**src/verilog/sram_defines.svh**
```systemverilog
// bit positions, selector codes and reset values for the status access mux
`ifndef SRAM_DEFINES_SVH
`define SRAM_DEFINES_SVH
// microword bit positions
`define SRAM_UW_GATE 24
`define SRAM_UW_BOX 23
`define SRAM_UW_STROBE 21
`define SRAM_UW_LOAD 20
// routing register bits (stored at microword bit index - 30)
`define SRAM_RT_FLAGS 0
`define SRAM_RT_PSHI 1
`define SRAM_RT_PROC 6
`define SRAM_RT_RD0 8
`define SRAM_RT_RD1 9
`define SRAM_RT_IO 16
`define SRAM_RT_PSMID 4
`define SRAM_RT_FPS 5
`define SRAM_RT_CC 17
// read selector codes
`define SRAM_RD_FLAGS 2'h0
`define SRAM_RD_PS 2'h1
`define SRAM_RD_CUA 2'h2
`define SRAM_RD_LIT 2'h3
// short-term flag mask: low nibble short, high nibble long
`define SRAM_FLAG_SHORT 8'h0F
`define SRAM_RT_RESET 18'h00000
`define SRAM_PS_RESET 16'h0000
`define SRAM_CUA_RESET 12'h000
`define SRAM_FPS_RESET 8'h00
`define SRAM_FLAG_RESET 8'h00
`define SRAM_NIB_RESET 4'h0
`define SRAM_MODE_RESET 2'h0
`endif

```
**src/verilog/sram_pkg.sv**
```systemverilog
// types shared by the status access mux
package sram_pkg;
  typedef logic [15:0] sram_word_t;
  typedef logic [47:0] sram_uword_t;
  typedef logic [17:0] sram_route_t;
  typedef enum logic [1:0] {SRAM_PH_ONE, SRAM_PH_TWO, SRAM_PH_THREE, SRAM_PH_FOUR} sram_phase_t;
endpackage : sram_pkg

```
**src/verilog/sram_status_access_mux.sv**
```systemverilog
// status register bank and tri-state read mux onto the input data bus
// Function
// - bus transfer inhibit disables every routing-controlled mux on the input bus.
// - read selector 3 puts the full 16-bit literal on the input bus.
// - literal is microword 47:44 joined with 41:30, gated when both selects high.
// - clear-flags branch clears routing and forces enabled literal selection.
// - current microaddress loads next microaddress at phase three of each microcycle not held by a forced dispatch.
// - forced dispatch freezes current microaddress at the dispatching instruction.
// - selector 2: zero, microaddress, extension flags, fetch overlap indicator.
// - status bit 14 mirrors 15 and 12 mirrors 13; one means user.
// - status 7:4 hold priority and trace, 3:0 the condition codes.
// - select 1 with selector 1 drives the status word onto the bus.
// - select 1 with selector 0 drives fp status low byte on bits 7:0.
// - select 1 with selector 0 also drives flags on upper bits.
// - fp low byte: double, long, truncate, maintenance, then result codes.
// - flags split short and long term; clear-flags clears only short ones.
// - status writes need gate, internal select and strobe all one.
// - status word in three sections enabled by routing bits 47, 34, 31.
// - write loads 3:0 and 7:4 directly, 13:12 from bit 13, 15:14 from 15.
// - condition codes clock at phase two, other sections at phase three.
// - routing bit 35 loads fp low 7:4 at phase two; 3:0 not writable.
// - routing bit 30 loads flags from output bits 15:8 at phase three.
// - selector 0 layout: flag 3, flags 7:4, flags 2:0, fp low byte.
// - selector 1 layout: mode bits doubled, zeros, then status 7:0.
// - routing register loads at phase three when microword bits 24,23,20 set and 21 clear.
`timescale 1ns/1ps
`include "sram_defines.svh"
module sram_status_access_mux (
  input wire logic clk,
  input wire logic rst_b,
  input wire sram_pkg::sram_phase_t phase,
  input wire sram_pkg::sram_uword_t microword,
  input wire logic [11:0] nextMicroaddress,
  input wire logic forcedDispatch,
  input wire logic clearFlags,
  input wire logic busTransferInhibit_b,
  input wire logic [15:0] outputDataBus,
  input wire logic [2:1] extensionFlags,
  input wire logic fetchOverlapIndicator,
  input wire logic [3:0] fpResultCodes,
  input wire logic fpResultLoad,
  output logic [15:0] inputDataBusOut,
  output logic inputDataBusOe,
  output logic [15:0] processorStatusWord,
  output logic [11:0] currentMicroaddress,
  output logic [7:0] fpStatusLow,
  output logic [7:0] flagRegister,
  output logic literalDefaultSelect
);
  import sram_pkg::*;

  sram_route_t route;
  sram_route_t next_route;
  logic literalDefault;
  logic next_literalDefault;
  logic [11:0] next_currentMicroaddress;
  logic dispatchHold;
  logic next_dispatchHold;
  logic [3:0] psCc;
  logic [3:0] next_psCc;
  logic [3:0] psMid;
  logic [3:0] next_psMid;
  logic [1:0] psMode;
  logic [1:0] next_psMode;
  logic [3:0] fpsHi;
  logic [3:0] next_fpsHi;
  logic [3:0] fp_status_low;
  logic [3:0] next_fp_status_low;
  logic [7:0] next_flagRegister;

  // decoded microword and routing controls
  logic writeCycle;
  logic routeLoad;
  logic procSel;
  logic [1:0] readSel;
  sram_word_t literal;

  // the three status words the read mux can pick besides the literal
  sram_word_t flagsWord;
  sram_word_t statusWord;
  sram_word_t addressWord;

  // per-section write strobes, already qualified by phase
  logic wrCc;
  logic wrMid;
  logic wrMode;
  logic wrFps;
  logic wrFlags;

  // one routing bit plus the proc select enables a section
  function automatic logic routeWrite(input sram_route_t r, input int bitPos, input logic wr);
    routeWrite = wr && r[`SRAM_RT_PROC] && r[bitPos];
  endfunction : routeWrite

  // strobe low marks a routing load, strobe high a write
  function automatic logic isRouteLoad(input sram_uword_t uw);
    isRouteLoad = uw[`SRAM_UW_GATE] && uw[`SRAM_UW_BOX] && uw[`SRAM_UW_LOAD] && !uw[`SRAM_UW_STROBE];
  endfunction : isRouteLoad

  // gate bits are shared with memory bus cycles, so all three must be high
  assign writeCycle = microword[`SRAM_UW_GATE] && microword[`SRAM_UW_BOX] && microword[`SRAM_UW_STROBE];
  assign routeLoad = (phase == SRAM_PH_THREE) && isRouteLoad(microword);

  // io bit set hands the input bus to another section
  assign procSel = route[`SRAM_RT_PROC] && !route[`SRAM_RT_IO];
  assign literal = {microword[47:44], microword[41:30]};

  // cleared routing register reads as literal select
  assign readSel = literalDefault ? `SRAM_RD_LIT : {route[`SRAM_RT_RD1], route[`SRAM_RT_RD0]};

  // condition codes and fp bits at phase two, the rest at phase three
  assign wrCc = (phase == SRAM_PH_TWO) && routeWrite(route, `SRAM_RT_CC, writeCycle);
  assign wrFps = (phase == SRAM_PH_TWO) && routeWrite(route, `SRAM_RT_FPS, writeCycle);
  assign wrMid = (phase == SRAM_PH_THREE) && routeWrite(route, `SRAM_RT_PSMID, writeCycle);
  assign wrMode = (phase == SRAM_PH_THREE) && routeWrite(route, `SRAM_RT_PSHI, writeCycle);
  assign wrFlags = (phase == SRAM_PH_THREE) && routeWrite(route, `SRAM_RT_FLAGS, writeCycle);

  // routing register: clear-flags beats a same-cycle load
  // routing holds until the next load, so one setup serves many cycles
  always_comb begin
    next_route = route;
    next_literalDefault = literalDefault;
    if (clearFlags) begin
      next_route = `SRAM_RT_RESET;
      next_literalDefault = 1'b1;
    end else if (routeLoad) begin
      next_route = microword[47:30];
      next_literalDefault = 1'b0;
    end
  end

  always_ff @(posedge clk or negedge rst_b) begin
    if (!rst_b) begin
      route <= `SRAM_RT_RESET;
      literalDefault <= 1'b1;
    end else begin
      route <= next_route;
      literalDefault <= next_literalDefault;
    end
  end

  // microaddress tracking; the hold keeps the dispatching address visible
  // limitation: the first phase three after a dispatch is skipped as well
  always_comb begin
    next_currentMicroaddress = currentMicroaddress;
    next_dispatchHold = dispatchHold;
    if (forcedDispatch) begin
      next_dispatchHold = 1'b1;
    end else if (phase == SRAM_PH_THREE) begin
      next_dispatchHold = 1'b0;
      if (!dispatchHold) begin
        next_currentMicroaddress = nextMicroaddress;
      end
    end
  end

  always_ff @(posedge clk or negedge rst_b) begin
    if (!rst_b) begin
      currentMicroaddress <= `SRAM_CUA_RESET;
      dispatchHold <= 1'b0;
    end else begin
      currentMicroaddress <= next_currentMicroaddress;
      dispatchHold <= next_dispatchHold;
    end
  end

  // condition codes
  always_comb begin
    next_psCc = psCc;
    if (wrCc) begin
      next_psCc = outputDataBus[3:0];
    end
  end

  always_ff @(posedge clk or negedge rst_b) begin
    if (!rst_b) begin
      psCc <= `SRAM_NIB_RESET;
    end else begin
      psCc <= next_psCc;
    end
  end

  // priority and trace section
  always_comb begin
    next_psMid = psMid;
    if (wrMid) begin
      next_psMid = outputDataBus[7:4];
    end
  end

  always_ff @(posedge clk or negedge rst_b) begin
    if (!rst_b) begin
      psMid <= `SRAM_NIB_RESET;
    end else begin
      psMid <= next_psMid;
    end
  end

  // only two modes exist, so one stored bit per mode field
  always_comb begin
    next_psMode = psMode;
    if (wrMode) begin
      next_psMode = {outputDataBus[15], outputDataBus[13]};
    end
  end

  always_ff @(posedge clk or negedge rst_b) begin
    if (!rst_b) begin
      psMode <= `SRAM_MODE_RESET;
    end else begin
      psMode <= next_psMode;
    end
  end

  // fp mode bits: double, long, truncate, maintenance
  always_comb begin
    next_fpsHi = fpsHi;
    if (wrFps) begin
      next_fpsHi = outputDataBus[7:4];
    end
  end

  always_ff @(posedge clk or negedge rst_b) begin
    if (!rst_b) begin
      fpsHi <= `SRAM_NIB_RESET;
    end else begin
      fpsHi <= next_fpsHi;
    end
  end

  // result codes come only from the arithmetic side, never the bus
  always_comb begin
    next_fp_status_low = fp_status_low;
    if (fpResultLoad) begin
      next_fp_status_low = fpResultCodes;
    end
  end

  always_ff @(posedge clk or negedge rst_b) begin
    if (!rst_b) begin
      fp_status_low <= `SRAM_NIB_RESET;
    end else begin
      fp_status_low <= next_fp_status_low;
    end
  end

  // flags: low nibble short term, high nibble long term
  // clear-flags wins over a same-cycle flag write
  always_comb begin
    next_flagRegister = flagRegister;
    if (wrFlags) begin
      next_flagRegister = outputDataBus[15:8];
    end
    if (clearFlags) begin
      next_flagRegister = flagRegister & ~`SRAM_FLAG_SHORT;
    end
  end

  always_ff @(posedge clk or negedge rst_b) begin
    if (!rst_b) begin
      flagRegister <= `SRAM_FLAG_RESET;
    end else begin
      flagRegister <= next_flagRegister;
    end
  end

  // status word: mode bits doubled, nothing stored in 11:8
  assign processorStatusWord = {psMode[1], psMode[1], psMode[0], psMode[0], 4'h0, psMid, psCc};
  assign fpStatusLow = {fpsHi, fp_status_low};
  assign literalDefaultSelect = literalDefault;

  // read words laid out as the datapath expects them
  assign flagsWord = {flagRegister[3], flagRegister[7:4], flagRegister[2:0], fpStatusLow};
  assign statusWord = {processorStatusWord[15:12], 4'h0, processorStatusWord[7:0]};
  assign addressWord = {1'b0, currentMicroaddress, extensionFlags, fetchOverlapIndicator};

  // every selector code is decoded, so no default item
  always_comb begin
    inputDataBusOut = 16'h0000;
    unique case (readSel)
      `SRAM_RD_FLAGS: inputDataBusOut = flagsWord;
      `SRAM_RD_PS: inputDataBusOut = statusWord;
      `SRAM_RD_CUA: inputDataBusOut = addressWord;
      `SRAM_RD_LIT: inputDataBusOut = literal;
    endcase
  end

  // enable off releases the bus to other sources
  // inhibit from bus control overrides both ways of enabling
  assign inputDataBusOe = busTransferInhibit_b && (literalDefault || procSel);

endmodule : sram_status_access_mux
```
**config.mk**
```make
export PLATFORM = sky130hd
export DESIGN_NAME = sram_status_access_mux
export DESIGN_NICKNAME = d
export VERILOG_FILES = /design/src/verilog/sram_pkg.sv /design/src/verilog/sram_status_access_mux.sv
export VERILOG_INCLUDE_DIRS = /design/src /design/src/verilog
export SDC_FILE = /design/constraint.sdc
export NUM_CORES = 1
export LEC_CHECK = 0
export BUFFER_PORTS_ARGS = -buffer_cell sky130_fd_sc_hd__buf_2
export CAP_MARGIN = 20
export CORE_MARGIN = 2
export CORE_UTILIZATION = 41
export DETAILED_ROUTE_END_ITERATION = 8
export GPL_ROUTABILITY_DRIVEN = 0
export HOLD_SLACK_MARGIN = 0.02
export PLACE_DENSITY = 0.73
export SYNTH_ARGS = -nofsm -noshare
export SYNTH_HDL_FRONTEND = slang
export SYNTH_SLANG_ARGS = --single-unit
export TNS_END_PERCENT = 20
```
**constraint.sdc**
```tcl
create_clock -name clk -period 1.8 [get_ports clk]
set_input_delay 0 -clock clk [delete_from_list [all_inputs] [get_ports clk]]
set_output_delay 0 -clock clk [all_outputs]
set_load 0.01 [all_outputs]
```
### Word level (Yosys, flattened, before mapping)

Cells that the tools add are included.

| word-level totals | value |
|---|---|
| register bits after elaboration | 58 |
| output and inout port bits | 62 |

| cells by class | value |
|---|---|
| eq/ne operators | 5 |
| mux-type cells | 10 |
| bitwise gates (word level) | 3 |
| reductions and logical operators | 27 |

Operators by type and width:

| operator | count |
|---|---|
| case mux 16 bit (4 select lines) | 1 |
| two-way mux 18 bit | 2 |
| logical AND 1 bit | 18 |
| two-way mux 4 bit | 2 |
| equality test 2 bit (second input constant) | 3 |
| nonzero test 2 bit | 3 |
| equality test 2 x 1 -> 1 bit (second input constant) | 2 |
| two-way mux 1 bit | 4 |
| inverter 1 bit | 3 |
| AND reduction 3 bit | 1 |
| zero test 1 bit | 2 |
| zero test 2 bit | 1 |
| two-way mux 2 bit | 1 |
| AND reduction 2 bit | 1 |
| logical OR 1 bit | 1 |

### Longest topological paths before layout

Gate-level depths: netlist of run 1.

| depth | value |
|---|---|
| word-level depth | 7 |
| gate-level depth with buffers | 5 |
| depth with buffers taken out | 3 |

### Worst setup path after synthesis of run 1

No wires, ideal clock.

| timing | value |
|---|---|
| path kind | reg2reg |
| from | reg route[6] |
| to | reg fpsHi[0] |
| setup time | 0.125 ns |
| data arrival time | 1.146 ns |
| setup slack | 0.529 ns |
| stages on the path, launching flop included | 5 |
| buffers on the path | 1 |
| period minus slack after synthesis | 1.271 ns |
| path through | dfrtp_1 -> and4_4 -> and3_1 -> buf_6 -> mux2_4 |

| between the ends | value |
|---|---|
| longest elaborated chain between the ends | 3 |

RTL lines:

| item | RTL line | RTL |
|---|---|---|
| start: declaration | sram_status_access_mux.sv:52 | `sram_route_t route;` |
| start signal: assignment | sram_status_access_mux.sv:134 | `` route <= `SRAM_RT_RESET; `` |
| start signal: assignment | sram_status_access_mux.sv:137 | `route <= next_route;` |
| logical AND 1 bit (2 in a row) | sram_status_access_mux.sv:92 | `` routeWrite = wr && r[`SRAM_RT_PROC] && r[bitPos]; `` |
| logical AND 1 bit | sram_status_access_mux.sv:113 | `` assign wrFps = (phase == SRAM_PH_TWO) && routeWrite(route, `SRAM_RT_FPS, writeCycle); `` |
| end signal: assignment | sram_status_access_mux.sv:225 | `` fpsHi <= `SRAM_NIB_RESET; `` |
| end signal: assignment | sram_status_access_mux.sv:227 | `fpsHi <= next_fpsHi;` |
| end: declaration | sram_status_access_mux.sv:65 | `logic [3:0] fpsHi;` |

Every way passes these cells.
A chain may end at the register's enable or synchronous reset.

### Final worst setup path of run 1

| timing | value |
|---|---|
| from | reg literalDefault, in the netlist literalDefaultSelect |
| to | out inputDataBusOut[15] |

| between the ends | value |
|---|---|
| longest elaborated chain between the ends | 3 |

RTL lines:

| item | RTL line | RTL |
|---|---|---|
| start: declaration | sram_status_access_mux.sv:54 | `logic literalDefault;` |
| start signal: assignment | sram_status_access_mux.sv:138 | `literalDefault <= next_literalDefault;` |
| two-way mux 2 bit * | sram_status_access_mux.sv:109 | `` assign readSel = literalDefault ? `SRAM_RD_LIT : {route[`SRAM_RT_RD1], route[`SRAM_RT_RD0]}; `` |
| equality test 2 bit, or another cell as far along | sram_status_access_mux.sv:280 | `unique case (readSel)` |
| case mux 16 bit (4 select lines) * | sram_status_access_mux.sv:280 |  |
| end: declaration | sram_status_access_mux.sv:42 | `output logic [15:0] inputDataBusOut,` |

Every way passes the cells marked *; elsewhere a longest branch is shown, timed or not.

==> run metrics, run 1 <==
FMAX=around 600 MHz; global-route wire length before repair=11700 µm; CP Max Fanout=18; CP top delay family=flip-flops; leakage power=approximately 1.9 nW; vias per cell=approximately 5; Yosys reg bits=49; I/O Buffers=120; Clk pwr share=0.287; crit-path cells=a21o_1, nand2_1, o31ai_1, buf_2; Placement Cell Area=around 3400 µm²; Fin Setup TNS=0 ps; PwrDens=628 nW/µm²; power share of the combinational group=0.209; cell depth of the worst setup path=4; wire per inst=between 15 and 20 µm; worst hold path class=in -> reg; Pre-antenna DRT Iters=8; die area=7360 µm²; PnR Total Power=~2.5 mW; Avg Inst Size Synth=around 12 µm²; sequential share of power=0.504; worst skew pair latency=300 ps; synthesized area=~2700 µm²; global route overflow=0; largest net degree at the start of global routing=50; Slew headroom=0.583; Crit-path slowest cell=dfstp_4; final hold violation count=0; Worst R2R Start=route[6]; clock-pin slew on the worst setup and hold paths=roughly 90 ps; WS Path Type=reg -> out; Total GRT Usage=0.203; RSZ-0062 raised after global routing=no; worst reg2reg path depth=3; failing checks=design-rule violations; antenna cell count=0; DRC=6; WHS=~79 ps; crit path time final=around 1700 ps; Area growth, synth to finish=43.7%; first-iteration detailed-routing DRC count=between 90 and 100; critical path buffer and inverter count=1; vias in the first global route=approximately 2400; CP arrival=approximately 1700 ps; Int Power=1.83 mW; Setup crit start=literalDefaultSelect; TritonCTS buffer count=5; Seq/Total Area, Yosys=0.448; Tightest Pin Transition=between 600 and 700 ps; Starting Density=0.427; Yosys cell types=35; nature of the critical path startpoint=flop; Cells on Worst Hold Path=3; synth warn=0; initial antenna violation count=0; root buffer cell=clkbuf_8; Sink Count=between 40 and 50; Worst Path Required=1800 ps; final instance area=roughly 3900 µm²; I/O pin count=153; Max Root-Sink Buffers=2; worst r2r dst=fpsHi[3]; HPWL after DPL=roughly 4900 µm; critical path endpoint category=output port; Die Ht=~86 µm; Routed Antenna Nets=0; peak supply drop=a little under 0.4 mV; Max-cap violations=0; Die X=85.8 µm; status=finished, violations left; Final Max Tran Viols=0; final WL=~7300 µm; ratio of cells with drive above 1 in the final layout=0.465; via count=2328; Core Footprint=6420 µm²; H-Tree Level Count=2; # Post-CTS Setup Buffers=0; CTS tree=built; Critical path destination=inputDataBusOut[15]; Tcrit/Tclk final=0.927; Reg2Reg Setup Slack=~330 ps; fin nets=between 400 and 500; setup skew after layout=approximately 5.6 ps; setup violators final=0; NetSw=~0.65 mW; Site Rows=29; synthesized instance count=~220; sw frac=0.261; Final Util=0.614; Slowest Stage Delay on Critical Path=between 700 and 800 ps
-- power by group through the flow --
stage | Combinational [mW] | Clock [mW] | Sequential, mW
6_report | 0.518 | 0.710 | 1.25
5_1_grt | 0.563 | 0.768 | 1.26
4_1_cts | 0.518 | 0.724 | 1.25
3_5_place_dp | 0.433 | 0 | 1.27
3_3_place_gp | 0.426 | 0 | 1.26
2_1_floorplan | 0.176 | 0 | 1.30
-- synthesized netlist by cell type --
cell type  instances  area, µm²
clkbuf_1           4       15.0
or2_2              1       6.26
nor2_4             1       11.3
o21ai_0            5       25.0
or2b_1             1       7.51
mux2_4            12        180
o21a_1             1       7.51
and4_4             1       11.3
dfrtp_1           48       1200
nand2b_4           1       13.8
nor2b_4            1       13.8
o31ai_1            1       7.51
a21oi_2            1       8.76
mux2_1             2       22.5
nand2_1            6       22.5
mux2i_1           36        360
dfstp_2            1       26.3
nor2b_1            2       12.5
nand2b_1          26        163
o22a_1             9       78.8
nand4b_1           1       8.76
conb_1             1       3.75
and3_1             3       18.8
buf_4              8       60.1
nand4b_4           1       23.8
buf_2              3       15.0
a21o_1             2       15.0
a221o_1            2       20.0
mux2_2            22        248
and3_2             2       15.0
nor3_1             1       5.00
buf_6              5       56.3
nor3_4             1       16.3
clkbuf_2           1       5.00
nor2_1            10       37.5
-- per-layer routing --
metal	routed length (µm)	share of wire	global-route usage
met3	308	0.042	0.0356
met2	3740	0.51	0.350
met5	0	0	0
met1	3190	0.44	0.265
met4	91	0.012	0.0519
-- cell usage in the layout (no fill, tap or decap) --
cell           count
or2b_1             1
nand2b_1          26
nand4b_1           1
a21o_1             2
or2_2              1
and4_4             1
buf_2            120
dlygate4sd3_1     47
nor3_1             1
nor2_4             1
dfrtp_1           48
buf_6              2
mux2_2            22
dfstp_4            1
o21a_1             1
nand2b_4           1
nand2_1            6
mux2i_1           36
buf_4              5
and3_2             2
nand4b_4           1
o21ai_0            5
nor2_1            10
clkbuf_8           7
mux2_4            12
nor2b_1            2
nor3_4             1
nor2b_4            1
o22a_1             9
clkinv_2           1
a221o_1            2
o31ai_1            1
mux2_1             2
and3_1             3
a21oi_4            1
conb_1             4
-- through the flow --
| step | worst slack, ps | instances |
|---|---|---|
| 2_1_floorplan | 529 | 226 |
| 3_3_place_gp | 350 | 409 |
| 3_5_place_dp | 316 | 409 |
| 4_1_cts | 42.7 | 464 |
| 5_1_grt | 36.1 | 464 |
| 6_report | 131 | 464 |
-- worst register-to-register path, stage by stage, from the launching register on --
cell and delay, ps:
dfrtp_1 390, and4_4 280, and3_1 360, mux2_4 330
-- worst min path at each step --
stage | startpoint | to | slack [ps]
6_report | phase[1] | dispatchHold | 80
3_3_place_gp | rst_b | currentMicroaddress[10] | 150
2_1_floorplan | rst_b | currentMicroaddress[0] | -300
4_1_cts | phase[1] | dispatchHold | 80
3_5_place_dp | rst_b | currentMicroaddress[9] | 140
5_1_grt | phase[1] | dispatchHold | 80
-- kinds of logic after synthesis --
family | after synthesis | synth area share
AO/OA/AOI/OAI | 21 | 0.0593
buffers and inverters | 21 | 0.0552
flip-flops | 49 | 0.448
multiplexers | 72 | 0.296
other | 1 | 0.00137
AND/OR/NAND/NOR | 59 | 0.141
-- flip-flops by register name, summed over array words and instances (netlist names) --
name and flops:
currentMicroaddress 12, route 9, flagRegister 8, fp_status_low 4, fpsHi 4, psCc 4, psMid 4, psMode 2
dispatchHold 1, literalDefaultSelect 1
-- cell type report --
type | instances | area, µm²
Clock buffer | 7 | 96.3
Clock inverter | 1 | 5.00
Tap cell | 77 | 96.3
Timing Repair Buffer | 174 | 1130
Sequential cell | 49 | 1230
Fill cell | 550 | 2480
Multi-Input combinational cell | 156 | 1380
-- what timing repair did --
| item | 4_1_cts | 5_1_grt |
|---|---|---|
| hold endpoints to repair | 96 | 0 |
| gates resized for setup | 0 | 4 |
| hold buffers | 47 | 0 |
| setup endpoints to repair | 0 | 7 |
Note: power is estimated with default switching activity, not from simulation.
==> inputs of run 2 (changes only) <==
--- a/config.mk
+++ b/config.mk
@@ -9,11 +9,11 @@
 export BUFFER_PORTS_ARGS = -buffer_cell sky130_fd_sc_hd__buf_2
 export CAP_MARGIN = 20
 export CORE_MARGIN = 2
-export CORE_UTILIZATION = 41
+export CORE_UTILIZATION = 40
 export DETAILED_ROUTE_END_ITERATION = 8
 export GPL_ROUTABILITY_DRIVEN = 0
 export HOLD_SLACK_MARGIN = 0.02
-export PLACE_DENSITY = 0.73
+export PLACE_DENSITY = 0.74
 export SYNTH_ARGS = -nofsm -noshare
 export SYNTH_HDL_FRONTEND = slang
 export SYNTH_SLANG_ARGS = --single-unit
==> constraint.sdc (replaced) <==
create_clock -name clk -period 1.5 [get_ports clk]
set_input_delay 0 -clock clk [delete_from_list [all_inputs] [get_ports clk]]
set_output_delay 0 -clock clk [all_outputs]
set_load 0.01 [all_outputs]
==> run 2 against run 1 <==
- the flow finishes with violations (negative setup slack)
- design area grew 4.5%
- sequential share of layout area shrank 1.4 points
- sequential cell count is the same
- clock power grew 8.3%
==> run metrics, run 2 (synthesized netlist as in run 1, its figures left out) <==
status=finished, violations left; failing checks=negative setup slack; I/O Buffers=120; CP top delay family=flip-flops; final hold violation count=0; Max Root-Sink Buffers=2; CP arrival=roughly 1700 ps; H-Tree Level Count=2; PnR Total Power=between 2 and 3 mW; Final Max Tran Viols=0; initial antenna violation count=0; worst hold path class=in -> reg; critical path buffer and inverter count=3; leakage power=1.99 nW; Max-cap violations=0; slack of the critical path=-165 ps; HPWL after DPL=5260 µm; Slew headroom=0.661; crit-path cells=buf_6, buf_12, mux2i_2, mux2i_1, o22a_1, buf_2; ratio of cells with drive above 1 in the final layout=0.504; WHS=~75 ps; fin nets=approximately 490; FMAX=approximately 600 MHz; Fin Setup TNS=-1070 ps; root buffer cell=clkbuf_8; first-iteration detailed-routing DRC count=97; CTS tree=built; Tcrit/Tclk final=1.11; via count=about 2400; top flop regs=currentMicroaddress: 12 flops, route: 9 flops, flagRegister: 8 flops; pre-CTS WS=25.7 ps; Crit-path slowest cell=dfrtp_2; vias per cell=about 5; WS Path Type=reg -> out; Routed Antenna Nets=0; RSZ-0062 raised after global routing=yes; peak supply drop=approximately 0.42 mV; Slowest Stage Delay on Critical Path=around 440 ps; PwrDens=about 710 nW/µm²; die area=~7500 µm²; final WL=slightly above 8000 µm; setup skew after layout=4.40 ps; TritonCTS buffer count=5; Pre-antenna DRT Iters=4; Die X=86.8 µm; Area growth, synth to finish=50.2%; vias in the first global route=around 2600; antenna cell count=0; Site Rows=30; max reg flops=12; Starting Density=0.408; setup violators final=16; nature of the critical path startpoint=flop; global-route wire length before repair=approximately 13000 µm; # fillers=between 500 and 600; Die Ht=a little under 90 µm; Total GRT Usage=0.221; clock-pin slew on the worst setup and hold paths=around 90 ps; commonest non-fill, non-tap cell in the layout=buf_2; critical path endpoint category=output port; Top reg by flops=currentMicroaddress; global route overflow=0; Core Footprint=~6700 µm²; largest net degree at the start of global routing=32; Worst Path Required=roughly 1500 ps; I/O pin count=between 150 and 200; Sink Count=~50; Tightest Pin Transition=roughly 510 ps; wire per inst=~17 µm; Final Util=0.613; CP Max Fanout=5; crit path time final=approximately 1700 ps; DRC=0; most frequent cells in the layout=119 x buf_2, 47 x dlygate4sd3_1, 46 x dfrtp_1, 35 x mux2i_1, 26 x nand2b_1; worst skew pair latency=300 ps
[run 2: worst paths after layout]
check	startpoint	to	slack, ps	cells after the start
worst max-delay path	route[9]	inputDataBusOut[6]	-160	6
worst min-delay path	phase[1]	dispatchHold	70	3
worst max register to register	route[6]	fpsHi[2]	110	3
worst min register to register	currentMicroaddress[8]	currentMicroaddress[8]	540	1
max in group asynchronous	rst_b	literalDefaultSelect	710	3
min in group asynchronous	rst_b	currentMicroaddress[1]	190	2
[run 2: layer usage]
| layer | track usage | up-vias | wire [µm] |
|---|---|---|---|
| met5 | 0 | - | 0 |
| li1 | - | 1118 | - |
| met4 | 0.0753 | 0 | 178 |
| met2 | 0.378 | 91 | 4290 |
| met3 | 0.0467 | 13 | 359 |
| met1 | 0.277 | 1162 | 3430 |
[run 2: where the power goes]
group	total (mW)	internal, mW	switching, mW
registers	1.50	1.42	0.0784
clock network	0.769	0.324	0.444
logic	0.653	0.373	0.279
total	2.92	2.12	0.802
[run 2: area by class of cell]
| class | instances | area, µm² | area share |
|---|---|---|---|
| multi-input combinational | 156 | 1420 | 0.344 |
| clock inverter | 2 | 10.0 | 0.00243 |
| timing repair buffer | 184 | 1290 | 0.313 |
| clock buffer | 6 | 72.6 | 0.0176 |
| tap | 80 | 100 | 0.0243 |
| sequential | 49 | 1230 | 0.299 |
[run 2: metrics by stage]
stage	cells	area (µm²)
finish	477	4120
global route	477	4120
CTS	476	4060
detailed placement	415	3400
global placement	415	3400
floorplan	226	2750
[run 2: timing repair]
item / in CTS / in global routing
gates cloned: 0 / 1
pin swaps: 9 / 5
buffers inserted: 6 / 0
gates resized for setup: 17 / 14
hold buffers: 47 / 0
endpoints found under the setup margin: 16 / 24
hold endpoints to repair: 66 / 0
[run 2: worst reg2reg max path: cells and delay by family, from the launching register on]
family	cells	cell delay [ps]
and+or+nand+nor	2	570
muxes	1	330
DFF	1	380
==> inputs of run 3 (changes only) <==
--- a/config.mk
+++ b/config.mk
@@ -7,12 +7,14 @@
 export NUM_CORES = 1
 export LEC_CHECK = 0
 export BUFFER_PORTS_ARGS = -buffer_cell sky130_fd_sc_hd__buf_2
-export CAP_MARGIN = 20
+export CAP_MARGIN = 25
 export CORE_MARGIN = 2
 export CORE_UTILIZATION = 40
 export DETAILED_ROUTE_END_ITERATION = 8
 export GPL_ROUTABILITY_DRIVEN = 0
+export GPL_TIMING_DRIVEN = 0
 export HOLD_SLACK_MARGIN = 0.02
+export MAX_ROUTING_LAYER = met4
 export PLACE_DENSITY = 0.74
 export SYNTH_ARGS = -nofsm -noshare
 export SYNTH_HDL_FRONTEND = slang
==> run 3 against run 2 <==
- the flow still finishes with violations (negative setup slack)
- sequential cell count did not move
- setup slack improved by 110 ps
- worst hold slack lost 38 ps
- wire length fell by 1.0%
- sequential power is essentially flat
- clock skew is essentially flat
==> run metrics, run 3 (synthesized netlist as in run 1, its figures left out) <==
setup violators final=10; antenna cell count=0; Max-cap violations=0; Area growth, synth to finish=51.5%; Starting Density=0.408; top flop regs=currentMicroaddress: 12 flops, route: 9 flops, flagRegister: 8 flops; fin nets=between 400 and 500; status=finished, violations left; vias per cell=between 4 and 5; final hold violation count=0; I/O pin count=between 150 and 200; Routed Antenna Nets=0; H-Tree Level Count=2; largest net degree at the start of global routing=26; clock-pin slew on the worst setup and hold paths=approximately 80 ps; nature of the critical path startpoint=flop; Core Footprint=6720 µm²; Final Util=0.618; initial antenna violation count=0; PnR Total Power=between 2 and 3 mW; setup skew after layout=about 4.6 ps; WHS=approximately 37 ps; Pre-antenna DRT Iters=4; failing checks=negative setup slack; I/O Buffers=between 100 and 150; met3 routed wirelength=~290 µm; commonest non-fill, non-tap cell in the layout=buf_2; FMAX=~640 MHz; global-route wire length before repair=12600 µm; vias in the first global route=around 2500; worst r2r dst=currentMicroaddress[6]; Worst Path Required=1500 ps; Top reg by flops=currentMicroaddress; area of the multi-input gates=1400 µm²; register area=around 1200 µm²; CP arrival=~1600 ps; root buffer cell=clkbuf_8; global route overflow=0; worst hold path class=in -> reg; CP Max Fanout=6; leakage power=2.03 nW; worst skew pair latency=about 300 ps; Reg2Reg Setup Slack=around 50 ps; highest metal used=met4; slack of the critical path=-55.9 ps; final WL=just over 8000 µm; Final Max Tran Viols=0; Die X=roughly 87 µm; die area=between 7000 and 8000 µm²; HPWL after DPL=approximately 5400 µm; via count=2404; # fillers=557; min-delay src=fpResultLoad; Die Ht=86.8 µm; first-iteration detailed-routing DRC count=slightly below 100; met2 WL=about 4200 µm; Tcrit/Tclk final=1.04; Total GRT Usage=0.227; peak supply drop=roughly 0.36 mV; Site Rows=30; critical path endpoint category=output port; worst reg2reg path depth=3; DRC=0; wire per inst=16.8 µm; Sink Count=49; crit path time final=about 1600 ps; most frequent cells in the layout=119 x buf_2, 48 x dfrtp_1, 46 x dlygate4sd3_1, 36 x mux2i_1, 26 x nand2b_1; Tightest Pin Transition=595 ps; Slew headroom=0.604; Worst R2R Start=dispatchHold; met1 wire length=3590 µm; RSZ-0062 raised after global routing=yes; TritonCTS buffer count=5; ratio of cells with drive above 1 in the final layout=0.493; WS Path Type=reg -> out; CTS tree=built; Cells on Worst Hold Path=2; Hold Path Sink=fp_status_low[2]; PwrDens=709 nW/µm²; Max Root-Sink Buffers=2; max reg flops=12
## run 3: final cells by class
cell class | instances | share of cell area
Multi-Input combinational cell | 156 | 0.338
Clock buffer | 8 | 0.0217
Tap cell | 80 | 0.0241
Buffer | 20 | 0.0425
Sequential cell | 49 | 0.295
Timing Repair Buffer | 173 | 0.279
## run 3: report_power, final
| part | switching [mW] | internal [mW] | total, mW |
|---|---|---|---|
| registers | 0.0800 | 1.42 | 1.50 |
| clock network | 0.419 | 0.377 | 0.796 |
| logic | 0.275 | 0.372 | 0.648 |
## run 3: what timing repair did
| action | CTS | global route |
|---|---|---|
| buffers inserted | 7 | 0 |
| setup endpoints to repair | 17 | 16 |
| hold endpoints to repair | 71 | 0 |
| hold buffers | 46 | 0 |
| resized for setup | 14 | 7 |
| pin swaps | 6 | 2 |
## run 3: worst max-delay path by stage
stage / startpoint / to / slack [ps]
floorplan: route[6] / fpsHi[0] / 230
global placement: literalDefaultSelect / inputDataBusOut[14] / 20
detailed placement: literalDefaultSelect / inputDataBusOut[4] / 1
CTS: route[9] / inputDataBusOut[12] / -70
global route: route[9] / inputDataBusOut[1] / -160
finish: route[9] / inputDataBusOut[13] / -60
## run 3: stage by stage
stage / worst slack, ps / instance area [µm²] / setup TNS (ps) / cells
2_1_floorplan: 229 / 2750 / 0 / 226
3_3_place_gp: 20.6 / 3450 / 0 / 425
3_5_place_dp: 1.10 / 3470 / 0 / 426
4_1_cts: -72.4 / 4140 / -489 / 486
5_1_grt: -156 / 4150 / -1610 / 486
6_report: -55.9 / 4150 / -393 / 486
## run 3: layer usage
| metal | vias up | global-route usage |
|---|---|---|
| li1 | 1140 | - |
| met1 | 1181 | 0.279 |
| met2 | 73 | 0.388 |
| met3 | 10 | 0.0305 |
| met4 | 0 | 0.0696 |
| met5 | - | - |
## run 3: critical path, cell delays in order (launching register included)
cell and delay [ps]:
dfrtp_1 400, buf_8 150, mux2_4 290, a221o_1 280, buf_2 140
